`src/rtl/itmr_pkg.sv`:
```
// Function
// RQ1 - Interval mode runs only when the mode field reads 000.
// RQ2 - Compare-match interrupts occur only while the run bit is one.
// RQ3 - On start the counter goes FFFFH to 0000H at a count edge.
// RQ4 - Count start inverts the primary output pin.
// RQ5 - Count start copies compare value 0 into the match buffer.
// RQ6 - Match clears counter, inverts primary pin, raises match interrupt.
// RQ7 - Interval equals compare value plus one count clock periods.
// RQ8 - Primary pin gives a square wave, half period equals interval.
// RQ9 - Software normally leaves compare channels 1 to 3 unused.
// RQ10 - Per pin enable bit: 0 disables timer drive, 1 enables it.
// RQ11 - Per pin level bit sets disabled pin level: 0 low, 1 high.
// RQ12 - Compare value 0000H matches every count edge from the second.
// RQ13 - Match wrap from FFFFH raises no overflow interrupt or flag.
// RQ14 - Clearing the run bit stops counting and restores FFFFH.
package itmr_pkg;

  ////////////////////////////////////////////////////////////////////////////
  // Register byte offsets
  localparam logic [7:0] OFS_CONTROL = 8'h00;
  localparam logic [7:0] OFS_COMPARE0 = 8'h04;
  localparam logic [7:0] OFS_COUNT = 8'h08;
  localparam logic [7:0] OFS_OUT_CTRL = 8'h0C;
  localparam logic [7:0] OFS_IRQ_STATUS = 8'h10;
  localparam logic [7:0] OFS_IRQ_ENABLE = 8'h14;
  localparam logic [7:0] OFS_IRQ_CLEAR = 8'h18;

  ////////////////////////////////////////////////////////////////////////////
  // Field positions
  localparam int POS_RUN_BIT = 7;
  localparam int POS_IRQ_MATCH0 = 0;
  localparam int POS_IRQ_OVERFLOW = 1;
  localparam int NUM_IRQ = 2;
  localparam int NUM_PINS = 4;

  ////////////////////////////////////////////////////////////////////////////
  // Values
  localparam logic [2:0] MODE_INTERVAL = 3'h0;
  localparam logic [15:0] COUNT_IDLE = 16'hFFFF;
  localparam logic [15:0] COUNT_ZERO = 16'h0000;
  localparam logic [7:0] RST_CONTROL = 8'h00;
  localparam logic [15:0] RST_COMPARE0 = 16'h0000;
  localparam logic [7:0] RST_OUT_CTRL = 8'h00;
  localparam logic [1:0] RST_IRQ = 2'h0;

  ////////////////////////////////////////////////////////////////////////////
  // Counter sequencing states
  typedef enum logic [2:0]
  {
    ST_STOP = 3'b001,
    ST_ARMED = 3'b010,
    ST_COUNT = 3'b100
  } itmr_state_t;

endpackage : itmr_pkg

```
`src/rtl/itmr_sync.sv`:
```
`timescale 1ns/1ps
module itmr_sync
  import itmr_pkg::*;
(
  // Clock and reset
  input wire logic pclk,
  input wire logic presetn,
  // Asynchronous input and its rising edge
  input wire logic async_in,
  output logic rise
);

  logic stage1;
  logic stage2;
  logic stage3;
  logic level;

  ////////////////////////////////////////////////////////////////////////////
  // Three flop chain
  always_ff @(posedge pclk or negedge presetn)
  begin
    if (!presetn)
    begin
      stage1 <= 1'b0;
      stage2 <= 1'b0;
      stage3 <= 1'b0;
    end
    else
    begin
      stage1 <= async_in;
      stage2 <= stage1;
      stage3 <= stage2;
    end
  end

  // Accepted level changes only when stages two and three agree
  always_ff @(posedge pclk or negedge presetn)
  begin
    if (!presetn)
      level <= 1'b0;
    else if (stage2 == stage3)
      level <= stage3;
  end

  // One cycle pulse on an accepted rise
  assign rise = stage2 & stage3 & ~level;

endmodule : itmr_sync

```
`src/rtl/itmr_timer.sv`:
```
// Local design decisions: the APB register port and the register offsets.
`timescale 1ns/1ps
module itmr_timer
  import itmr_pkg::*;
(
  // Clock and reset
  input wire logic pclk,
  input wire logic presetn,
  // APB slave
  input wire logic psel,
  input wire logic penable,
  input wire logic pwrite,
  input wire logic [7:0] paddr,
  input wire logic [31:0] pwdata,
  output logic [31:0] prdata,
  output logic pready,
  output logic pslverr,
  // Count clock from outside
  input wire logic count_clk,
  // Timer output pins
  output logic [3:0] timer_out_pin,
  // Interrupts
  output logic match0_irq,
  output logic overflow_irq,
  output logic irq
);

  ////////////////////////////////////////////////////////////////////////////
  // Declarations
  itmr_state_t state;
  itmr_state_t next_state;
  logic [7:0] timer_control_0;
  logic [15:0] compare0_value;
  logic [15:0] compare0_buffer;
  logic [15:0] count;
  logic [7:0] timer_output_control;
  logic [1:0] irq_status;
  logic [1:0] irq_enable;
  logic [1:0] irq_set;
  logic [3:0] out_toggle;
  logic tick;
  logic run_bit;
  logic mode_ok;
  logic cnt_live;
  logic wr_en;
  logic rd_en;
  logic addr_ok;
  logic start_hit;
  logic match_hit;
  logic wrap_hit;
  logic [31:0] next_prdata;

  // Address match on a word offset
  function automatic logic reg_hit(input logic [7:0] addr,
                                   input logic [7:0] ofs);
    reg_hit = (addr == ofs);
  endfunction : reg_hit

  // Pin level: timer drive when enabled, idle level otherwise
  function automatic logic pin_level(input logic en, input logic lvl,
                                     input logic tog);
    pin_level = en ? tog : lvl;
  endfunction : pin_level

  ////////////////////////////////////////////////////////////////////////////
  // Count clock synchroniser
  itmr_sync u_sync
  (
    .pclk(pclk),
    .presetn(presetn),
    .async_in(count_clk),
    .rise(tick)
  );

  ////////////////////////////////////////////////////////////////////////////
  // APB decode, zero wait states
  assign pready = 1'b1;
  assign wr_en = psel & penable & pwrite;
  assign rd_en = psel & ~penable & ~pwrite;
  assign addr_ok = reg_hit(paddr, OFS_CONTROL) | reg_hit(paddr, OFS_COMPARE0)
    | reg_hit(paddr, OFS_COUNT) | reg_hit(paddr, OFS_OUT_CTRL)
    | reg_hit(paddr, OFS_IRQ_STATUS) | reg_hit(paddr, OFS_IRQ_ENABLE)
    | reg_hit(paddr, OFS_IRQ_CLEAR);
  assign pslverr = psel & penable & ~addr_ok;

  // Read mux
  always_comb
  begin
    next_prdata = 32'h00000000;
    case (paddr)
      OFS_CONTROL: next_prdata = {24'h000000, timer_control_0};
      OFS_COMPARE0: next_prdata = {16'h0000, compare0_value};
      OFS_COUNT: next_prdata = {16'h0000, count};
      OFS_OUT_CTRL: next_prdata = {24'h000000, timer_output_control};
      OFS_IRQ_STATUS: next_prdata = {30'h00000000, irq_status};
      OFS_IRQ_ENABLE: next_prdata = {30'h00000000, irq_enable};
      default: next_prdata = 32'h00000000;
    endcase
  end

  // Read data captured in the setup cycle
  always_ff @(posedge pclk or negedge presetn)
  begin
    if (!presetn)
      prdata <= 32'h00000000;
    else if (rd_en)
      prdata <= next_prdata;
  end

  ////////////////////////////////////////////////////////////////////////////
  // Software registers
  always_ff @(posedge pclk or negedge presetn)
  begin
    if (!presetn)
      timer_control_0 <= RST_CONTROL;
    else if (wr_en && reg_hit(paddr, OFS_CONTROL))
      timer_control_0 <= pwdata[7:0];
  end

  always_ff @(posedge pclk or negedge presetn)
  begin
    if (!presetn)
      compare0_value <= RST_COMPARE0;
    else if (wr_en && reg_hit(paddr, OFS_COMPARE0))
      compare0_value <= pwdata[15:0];
  end

  always_ff @(posedge pclk or negedge presetn)
  begin
    if (!presetn)
      timer_output_control <= RST_OUT_CTRL;
    else if (wr_en && reg_hit(paddr, OFS_OUT_CTRL))
      timer_output_control <= pwdata[7:0];
  end

  always_ff @(posedge pclk or negedge presetn)
  begin
    if (!presetn)
      irq_enable <= RST_IRQ;
    else if (wr_en && reg_hit(paddr, OFS_IRQ_ENABLE))
      irq_enable <= pwdata[1:0];
  end

  ////////////////////////////////////////////////////////////////////////////
  // Run and mode decode
  assign run_bit = timer_control_0[POS_RUN_BIT];
  assign mode_ok = (timer_control_0[2:0] == MODE_INTERVAL); // RQ1

  // Count events, gated so a dropped run bit stops them in that same cycle
  assign cnt_live = run_bit && mode_ok; // RQ2
  assign start_hit = (state == ST_ARMED) && tick && cnt_live; // RQ3
  assign match_hit = (state == ST_COUNT) && tick && cnt_live
    && (count == compare0_buffer); // RQ6
  assign wrap_hit = (state == ST_COUNT) && tick && cnt_live && !match_hit
    && (count == COUNT_IDLE); // RQ13

  // Sequencer next state
  always_comb
  begin
    next_state = state;
    case (state)
      ST_STOP:
        if (run_bit && mode_ok)
          next_state = ST_ARMED;
      ST_ARMED:
        if (!run_bit || !mode_ok)
          next_state = ST_STOP; // RQ14
        else if (tick)
          next_state = ST_COUNT;
      ST_COUNT:
        if (!run_bit || !mode_ok)
          next_state = ST_STOP; // RQ14
      default:
        next_state = ST_STOP;
    endcase
  end

  always_ff @(posedge pclk or negedge presetn)
  begin
    if (!presetn)
      state <= ST_STOP;
    else
      state <= next_state;
  end

  ////////////////////////////////////////////////////////////////////////////
  // Counter: idles at FFFFH, clears on start and on match
  always_ff @(posedge pclk or negedge presetn)
  begin
    if (!presetn)
      count <= COUNT_IDLE;
    else if (next_state == ST_STOP)
      count <= COUNT_IDLE; // RQ14
    else if (start_hit || match_hit)
      count <= COUNT_ZERO; // RQ3 RQ6 RQ7 RQ12
    else if (state == ST_COUNT && tick)
      count <= count + 16'h0001;
  end

  // Compare buffer: loaded at start, follows writes while counting
  always_ff @(posedge pclk or negedge presetn)
  begin
    if (!presetn)
      compare0_buffer <= RST_COMPARE0;
    else if (start_hit)
      compare0_buffer <= compare0_value; // RQ5
    else if (state == ST_COUNT)
      compare0_buffer <= compare0_value;
  end

  // Primary pin toggle; others keep idle level, channels 1-3 unused
  always_ff @(posedge pclk or negedge presetn)
  begin
    if (!presetn)
      out_toggle <= 4'h0;
    else
    begin
      if (state == ST_STOP)
        out_toggle[0] <= timer_output_control[1];
      else if (start_hit || match_hit)
        out_toggle[0] <= ~out_toggle[0]; // RQ4 RQ6 RQ8
      out_toggle[3:1] <= {timer_output_control[7], timer_output_control[5],
                          timer_output_control[3]}; // RQ9
    end
  end

  // Registered pins, enable bits even, level bits odd
  always_ff @(posedge pclk or negedge presetn)
  begin
    if (!presetn)
      timer_out_pin <= 4'h0;
    else
      for (int k = 0; k < NUM_PINS; k++)
        timer_out_pin[k] <= pin_level(timer_output_control[2*k],
          timer_output_control[2*k+1], out_toggle[k]); // RQ10 RQ11
  end

  ////////////////////////////////////////////////////////////////////////////
  // Interrupt pulses
  always_ff @(posedge pclk or negedge presetn)
  begin
    if (!presetn)
    begin
      match0_irq <= 1'b0;
      overflow_irq <= 1'b0;
    end
    else
    begin
      match0_irq <= match_hit; // RQ2 RQ6
      overflow_irq <= wrap_hit; // RQ13
    end
  end

  // Sticky status, set wins over clear
  assign irq_set = {wrap_hit, match_hit};

  always_ff @(posedge pclk or negedge presetn)
  begin
    if (!presetn)
      irq_status <= RST_IRQ;
    else if (wr_en && reg_hit(paddr, OFS_IRQ_CLEAR))
      irq_status <= (irq_status & ~pwdata[1:0]) | irq_set;
    else
      irq_status <= irq_status | irq_set;
  end

  assign irq = |(irq_status & irq_enable);
endmodule : itmr_timer

```
`config.mk`:
```
export PLATFORM = sky130hd
export DESIGN_NAME = itmr_timer
export DESIGN_NICKNAME = d
export VERILOG_FILES = /design/src/rtl/itmr_pkg.sv /design/src/rtl/itmr_sync.sv /design/src/rtl/itmr_timer.sv
export SDC_FILE = /design/constraint.sdc
export NUM_CORES = 1
export LEC_CHECK = 0
export BUFFER_PORTS_ARGS = -buffer_cell sky130_fd_sc_hd__buf_2
export CAP_MARGIN = 30
export CORE_UTILIZATION = 45
export CTS_CLUSTER_SIZE = 30
export DETAILED_ROUTE_END_ITERATION = 6
export GPL_TIMING_DRIVEN = 0
export MAX_ROUTING_LAYER = met4
export PLACE_DENSITY = 0.69
export SYNTH_ARGS = -nofsm -noshare
export SYNTH_HDL_FRONTEND = slang
export SYNTH_SLANG_ARGS = --single-unit
```
`constraint.sdc`:
```
create_clock -name pclk -period 2.2 [get_ports pclk]
set_clock_uncertainty 0.15 [all_clocks]
set_input_delay 0.22 -clock pclk [delete_from_list [all_inputs] [get_ports pclk]]
set_output_delay 0.22 -clock pclk [all_outputs]
set_load 0.02 [all_outputs]
```
==> impl_metrics.ini, run 1 <==
[floorplan]
core_mm2 = 0.0105
ios = 87
die-width_um = 106
die_area_mm2 = 0.0113
die_y_um = 106
placementRows = 37
initial_core_util = 0.468

[power_and_ir_drop]
leakage_nw = 2.92
power.total_mw = 3.49
power_frac_comb = 0.073
p_per_area_mw_per_mm2 = 572
clockPowerShare = 0.384
netSwitchingFraction = 0.242
p_seq_frac = 0.542
peakVddDrop_mv = 0.340
p_int_mw = 2.65
p_sw_mw = 0.843

[placement]
place_ws_ps = -417
placed_cells = 620
portBuffers = 52
dp_hpwl_mm = 7.86
place.gp.congestion = 0.883

[global_route]
grt_use_total = 0.211
grt_max_degree = 55
antenna_found_initial = 0
grt_pass1_wl_mm = 17.7
grt_pass1_vias = 3506
grt_overflow = 0

[setup_path]
endpoint_kind = flip-flop
worstPathRequired_ps = 2370
critPathTopFamily = simple AND/OR/NAND/NOR gates
endpoint = count[14]$_DFFE_PN1P_
crit_cells = 6
r2r_setup_slack_ps = 60
path_buf_inv = 1
cp_slowest_cell = dfstp_2
r2r_end = count[14]$_DFFE_PN1P_
cp.arrival_ps = 2310
crit_start = count[9]$_DFFE_PN1P_
timing.rr.start = count[9]$_DFFE_PN1P_
slowest_delay_ps = 570
crit_path_cell_trace = xor2_1 -> nor4_2 -> nand4_1 -> buf_4 -> and3_1 -> a211o_1
critical_path_class = reg2reg
crit_fanout = 3
start_kind = flip-flop
reg2regPathDepth = 6

[sta]
post-route-min-period_ps = 2140
fin_crit_sh = 0.974
worst_slew_pin_slew_ps = 630
slew_headroom = 0.580
setup_tns_ps = 0
setup_viol = 0
finalMaxSlewViolations = 0
setup_slack_ps = 56.7
max_freq_ghz = 0.467
finalHoldViolCount = 0

[yosys]
synthCells = 416
yosysSeqAreaShare = 0.520
yosysTopAreaCell = dfrtp_1
ys_types = 50
synth_area_leaders = dfrtp_1 (43%), mux2_2 (12%), dfstp_2 (9.1%), o21ai_0 (4.1%), xor2_1 (3.9%)
synth_top_area_frac = 0.429
syn_area_mm2 = 0.00490
synth_ff_type = dfrtp_1
ys_ff_latch = 101
synth_commonest_cells = dfrtp_1 (84), mux2_2 (51), o21ai_0 (40)
yosysWarnings = 0
yosysMostFrequentCell = dfrtp_1
async_reset_ff_frac = 1.00
syn_avg_cell_area_um2 = 11.8
synth_edf_count = 0

[layout]
nNetsFinal = 581
multi_input_area_mm2 = 0.00226
syn2layout_area_growth_pct = 24.5
layoutNonFillerInstCount = 674
drive_gt1_frac = 0.405
seq_area_mm2 = 0.00255
antenna_cells = 0
nFillCells = 842
final_util = 0.583

[cts]
cts_buffer_depth = 2
cts_num_sinks = 101
htree_levels = 3
clkTransAtPathRegs_ps = 100
cts_root_buf = clkbuf_8
clock_latency_ps = 380
cts_tree = yes
cts_made_buffers = 9

[drt]
num_vias = 3566
routed_via_density = 5.29
firstDrtPassIters = 4
routed_wl_mm = 11.0
wire_per_inst_um = 16.4
drc = 0
antenna_left = 0
first_iter_violations = 152

[min_path]
holdCritPathClass = in2reg

[job]
maxCapViolCount = 0

[outcome]
outcome = completed
-- metal layers --
layer  global-route usage  wire [um]  part of all wire  up-vias
met5                    -          0                 0        -
met4               0.0784        260             0.024        0
met3               0.0478        582             0.053       27
met2                0.343       5460              0.50      111
met1                0.258       4720              0.43     1749
li1                     -          -                 -     1679
-- cell families after synthesis --
group	share of synthesized area
DFF	0.520
AOI/OAI and AO/OA	0.0807
muxes	0.162
and+or+nand+nor	0.132
other	0.00153
adders and majority gates	0.00511
buffers and inverters	0.0506
xor gates and xnor gates	0.0483
-- layout make-up --
cell class	count	share of cell area
sequential	101	0.418
multi-input combinational	286	0.371
timing repair buffer	95	0.107
buffer	32	0.0347
tap	136	0.0279
clock buffer	9	0.0203
clock inverter	7	0.0170
inverter	8	0.00492
-- flip-flops by register name (all words and copies together), names as in the netlist, 2 cells and up --
register,cells
timer_output_control,8
state,3
out_toggle,4
compare0_buffer,16
timer_out_pin,4
compare0_value,16
prdata,16
irq_enable,2
irq_status,2
count,16
timer_control_0,8
-- how the worst min path moves through the flow --
stage	endpoint	slack, ps	from	cells after the start
floorplan	compare0_buffer[0]$_DFFE_PN0P_	-230	presetn	0
global placement	u_sync.stage1$_DFF_PN0_	180	count_clk	1
detailed placement	timer_out_pin[2]$_DFF_PN0_	130	presetn	1
CTS	prdata[2]$_DFFE_PN0P_	90	psel	3
global route	prdata[2]$_DFFE_PN0P_	110	psel	3
finish	prdata[2]$_DFFE_PN0P_	90	psel	3
-- power groups by stage --
stage	registers (mW)	logic (mW)	clock network [mW]
finish	1.89	0.256	1.34
CTS	1.89	0.257	1.37
global route	1.90	0.283	1.45
detailed placement	1.93	0.231	0
global placement	1.92	0.220	0
floorplan	1.93	0.128	0
-- worst register-to-register path, cell delays in order, from the launching register on --
cell,delay [ps]
dfstp_2,570
xor2_1,90
nor4_2,380
nand4_1,260
buf_4,210
and3_1,160
a211o_1,260
-- per-stage QoR --
step / hold slack, ps / area (um2)
6_report: 93.5 / 6100
5_1_grt: 111 / 6100
4_1_cts: 86.9 / 5900
3_5_place_dp: 128 / 5420
3_3_place_gp: 180 / 5390
2_1_floorplan: -226 / 4960
-- cell usage in the layout (no fill, tap or decap), drive strengths merged, types with 11 or more instances in the layout --
cell	count
dlygate4sd3	18
o21ai	40
conb	17
xor2	22
dfrtp	84
dfstp	17
inv	11
mux2	51
nand2	37
nor2	12
buf	100
clkbuf	18
-- timing repair --
| action | 4_1_cts | 5_1_grt |
|---|---|---|
| endpoints found under the hold margin | 72 | 0 |
| setup buffers | 4 | 20 |
| endpoints found under the setup margin | 35 | 24 |
| hold buffers | 18 | 0 |
| gates resized for setup | 11 | 14 |
| pin swaps | 4 | 6 |
Power figures use the tool's default switching activity.
==> inputs of run 2 (changes only) <==
--- a/config.mk
+++ b/config.mk
@@ -7,12 +7,12 @@
 export LEC_CHECK = 0
 export BUFFER_PORTS_ARGS = -buffer_cell sky130_fd_sc_hd__buf_2
 export CAP_MARGIN = 30
-export CORE_UTILIZATION = 45
+export CORE_UTILIZATION = 42
 export CTS_CLUSTER_SIZE = 30
 export DETAILED_ROUTE_END_ITERATION = 6
 export GPL_TIMING_DRIVEN = 0
 export MAX_ROUTING_LAYER = met4
-export PLACE_DENSITY = 0.69
+export PLACE_DENSITY = 0.65
 export SYNTH_ARGS = -nofsm -noshare
 export SYNTH_HDL_FRONTEND = slang
 export SYNTH_SLANG_ARGS = --single-unit
==> impl_metrics.ini, run 2 (synthesis results as in run 1) <==
[global_route]
grt_pass1_wl_mm = 17.8
antenna_found_initial = 0
grt_pass1_vias = 3415
grt_overflow = 0
grt_use_total = 0.205
grt_max_degree = 52

[setup_path]
critical_path_class = reg2reg
r2r_setup_slack_ps = 50
critPathTopFamily = simple AND/OR/NAND/NOR gates
crit_path_cell_trace = xor2_1 -> nor4_2 -> nand4_1 -> buf_4 -> and3_4 -> a211o_1
endpoint_kind = flip-flop
worstPathRequired_ps = 2330
cp.arrival_ps = 2280
cp_slowest_cell = dfstp_2
path_buf_inv = 1
slowest_delay_ps = 590
start_kind = flip-flop
crit_fanout = 4

[power_and_ir_drop]
p_int_mw = 2.93
p_per_area_mw_per_mm2 = 625
clockPowerShare = 0.440
leakage_nw = 2.92
netSwitchingFraction = 0.238
p_sw_mw = 0.912
peakVddDrop_mv = 0.495
power_frac_comb = 0.066
p_seq_frac = 0.493

[drt]
wire_per_inst_um = 16.5
firstDrtPassIters = 5
routed_via_density = 5.17
routed_wl_mm = 11.1
antenna_left = 0
drc = 0
first_iter_violations = 167
num_vias = 3482

[placement]
portBuffers = 52
placed_cells = 627
dp_hpwl_mm = 7.91
place.gp.congestion = 0.862

[floorplan]
die_y_um = 110
die-width_um = 110
die_area_mm2 = 0.0121
core_mm2 = 0.0114
placementRows = 39
initial_core_util = 0.431
ios = 87

[cts]
clock_latency_ps = 350
clkTransAtPathRegs_ps = 80
cts_buffer_depth = 2
cts_tree = yes
cts_root_buf = clkbuf_16
htree_levels = 3
cts_num_sinks = 101
cts_made_buffers = 9

[layout]
layoutNonFillerInstCount = 674
final_cell_mix = dfrtp_1 (84), buf_2 (53), mux2_2 (51)
nNetsFinal = 574
final_util = 0.540
syn2layout_area_growth_pct = 25.4
drive_gt1_frac = 0.401
final_common_cell = dfrtp_1
antenna_cells = 0

[outcome]
outcome = completed

[sta]
max_freq_ghz = 0.465
setup_viol = 0
finalHoldViolCount = 0
slew_headroom = 0.529
post-route-min-period_ps = 2150
rsz0062_at_grt = yes
fin_crit_sh = 0.978
finalMaxSlewViolations = 0
fin_worst_hold_slack_ps = 0.766
worst_slew_pin_slew_ps = 706

[min_path]
holdCritPathClass = in2reg

[job]
maxCapViolCount = 0
[run 2: worst paths after layout]
| kind | startpoint | to | cells after the start |
|---|---|---|---|
| min in group asynchronous | presetn | compare0_value[14]$_DFFE_PN0P_ | 2 |
| setup reg to reg | count[15]$_DFFE_PN1P_ | count[14]$_DFFE_PN1P_ | 6 |
| max in group asynchronous | presetn | count[8]$_DFFE_PN1P_ | 3 |
| hold reg to reg | u_sync.stage1$_DFF_PN0_ | u_sync.stage2$_DFF_PN0_ | 0 |
| setup / recovery | count[15]$_DFFE_PN1P_ | count[14]$_DFFE_PN1P_ | 6 |
| hold / removal | pwdata[1] | timer_control_0[1]$_DFFE_PN0P_ | 2 |
[run 2: layer usage]
layer,share of wire,vias to the layer above,track usage
li1,-,1676,-
met1,0.45,1703,0.263
met2,0.48,85,0.327
met3,0.053,18,0.0441
met4,0.014,0,0.0610
met5,0,-,-
[run 2: cell type report]
type | count | area (um2)
plain buffers | 32 | 211
clock buffers | 10 | 239
clock inverters | 6 | 77.6
fillers | 983 | 5230
inverters | 8 | 30.0
multi-input cells | 286 | 2260
flip-flops and latches | 101 | 2550
well taps | 143 | 179
repair buffers | 88 | 596
[run 2: timing repair]
item / 4_1_cts / 5_1_grt
hold buffers: 17 / 0
pin swaps: 5 / 9
buffers inserted: 7 / 11
endpoints found under the setup margin: 35 / 34
endpoints found under the hold margin: 70 / 0
resized for setup: 12 / 18
[run 2: stage by stage]
| stage | area, um2 | setup TNS (ps) | worst slack, ps | total power, mW |
|---|---|---|---|---|
| final | 6140 | 0 | 48.7 | 3.84 |
| after global routing | 6140 | -398 | -46.4 | 3.98 |
| after CTS | 6020 | 0 | 3.31 | 3.86 |
| after detailed placement | 5430 | -15050 | -478 | 2.16 |
| after global placement | 5400 | -36900 | -449 | 2.15 |
| after floorplan | 4960 | 0 | 59.1 | 2.05 |
[run 2: power groups by stage]
stage / clock network, mW / logic [mW] / registers [mW]
5_1_grt: 1.80 / 0.285 / 1.89
3_5_place_dp: 0 / 0.233 / 1.93
6_report: 1.69 / 0.255 / 1.89
2_1_floorplan: 0 / 0.128 / 1.93
3_3_place_gp: 0 / 0.221 / 1.93
4_1_cts: 1.71 / 0.258 / 1.89
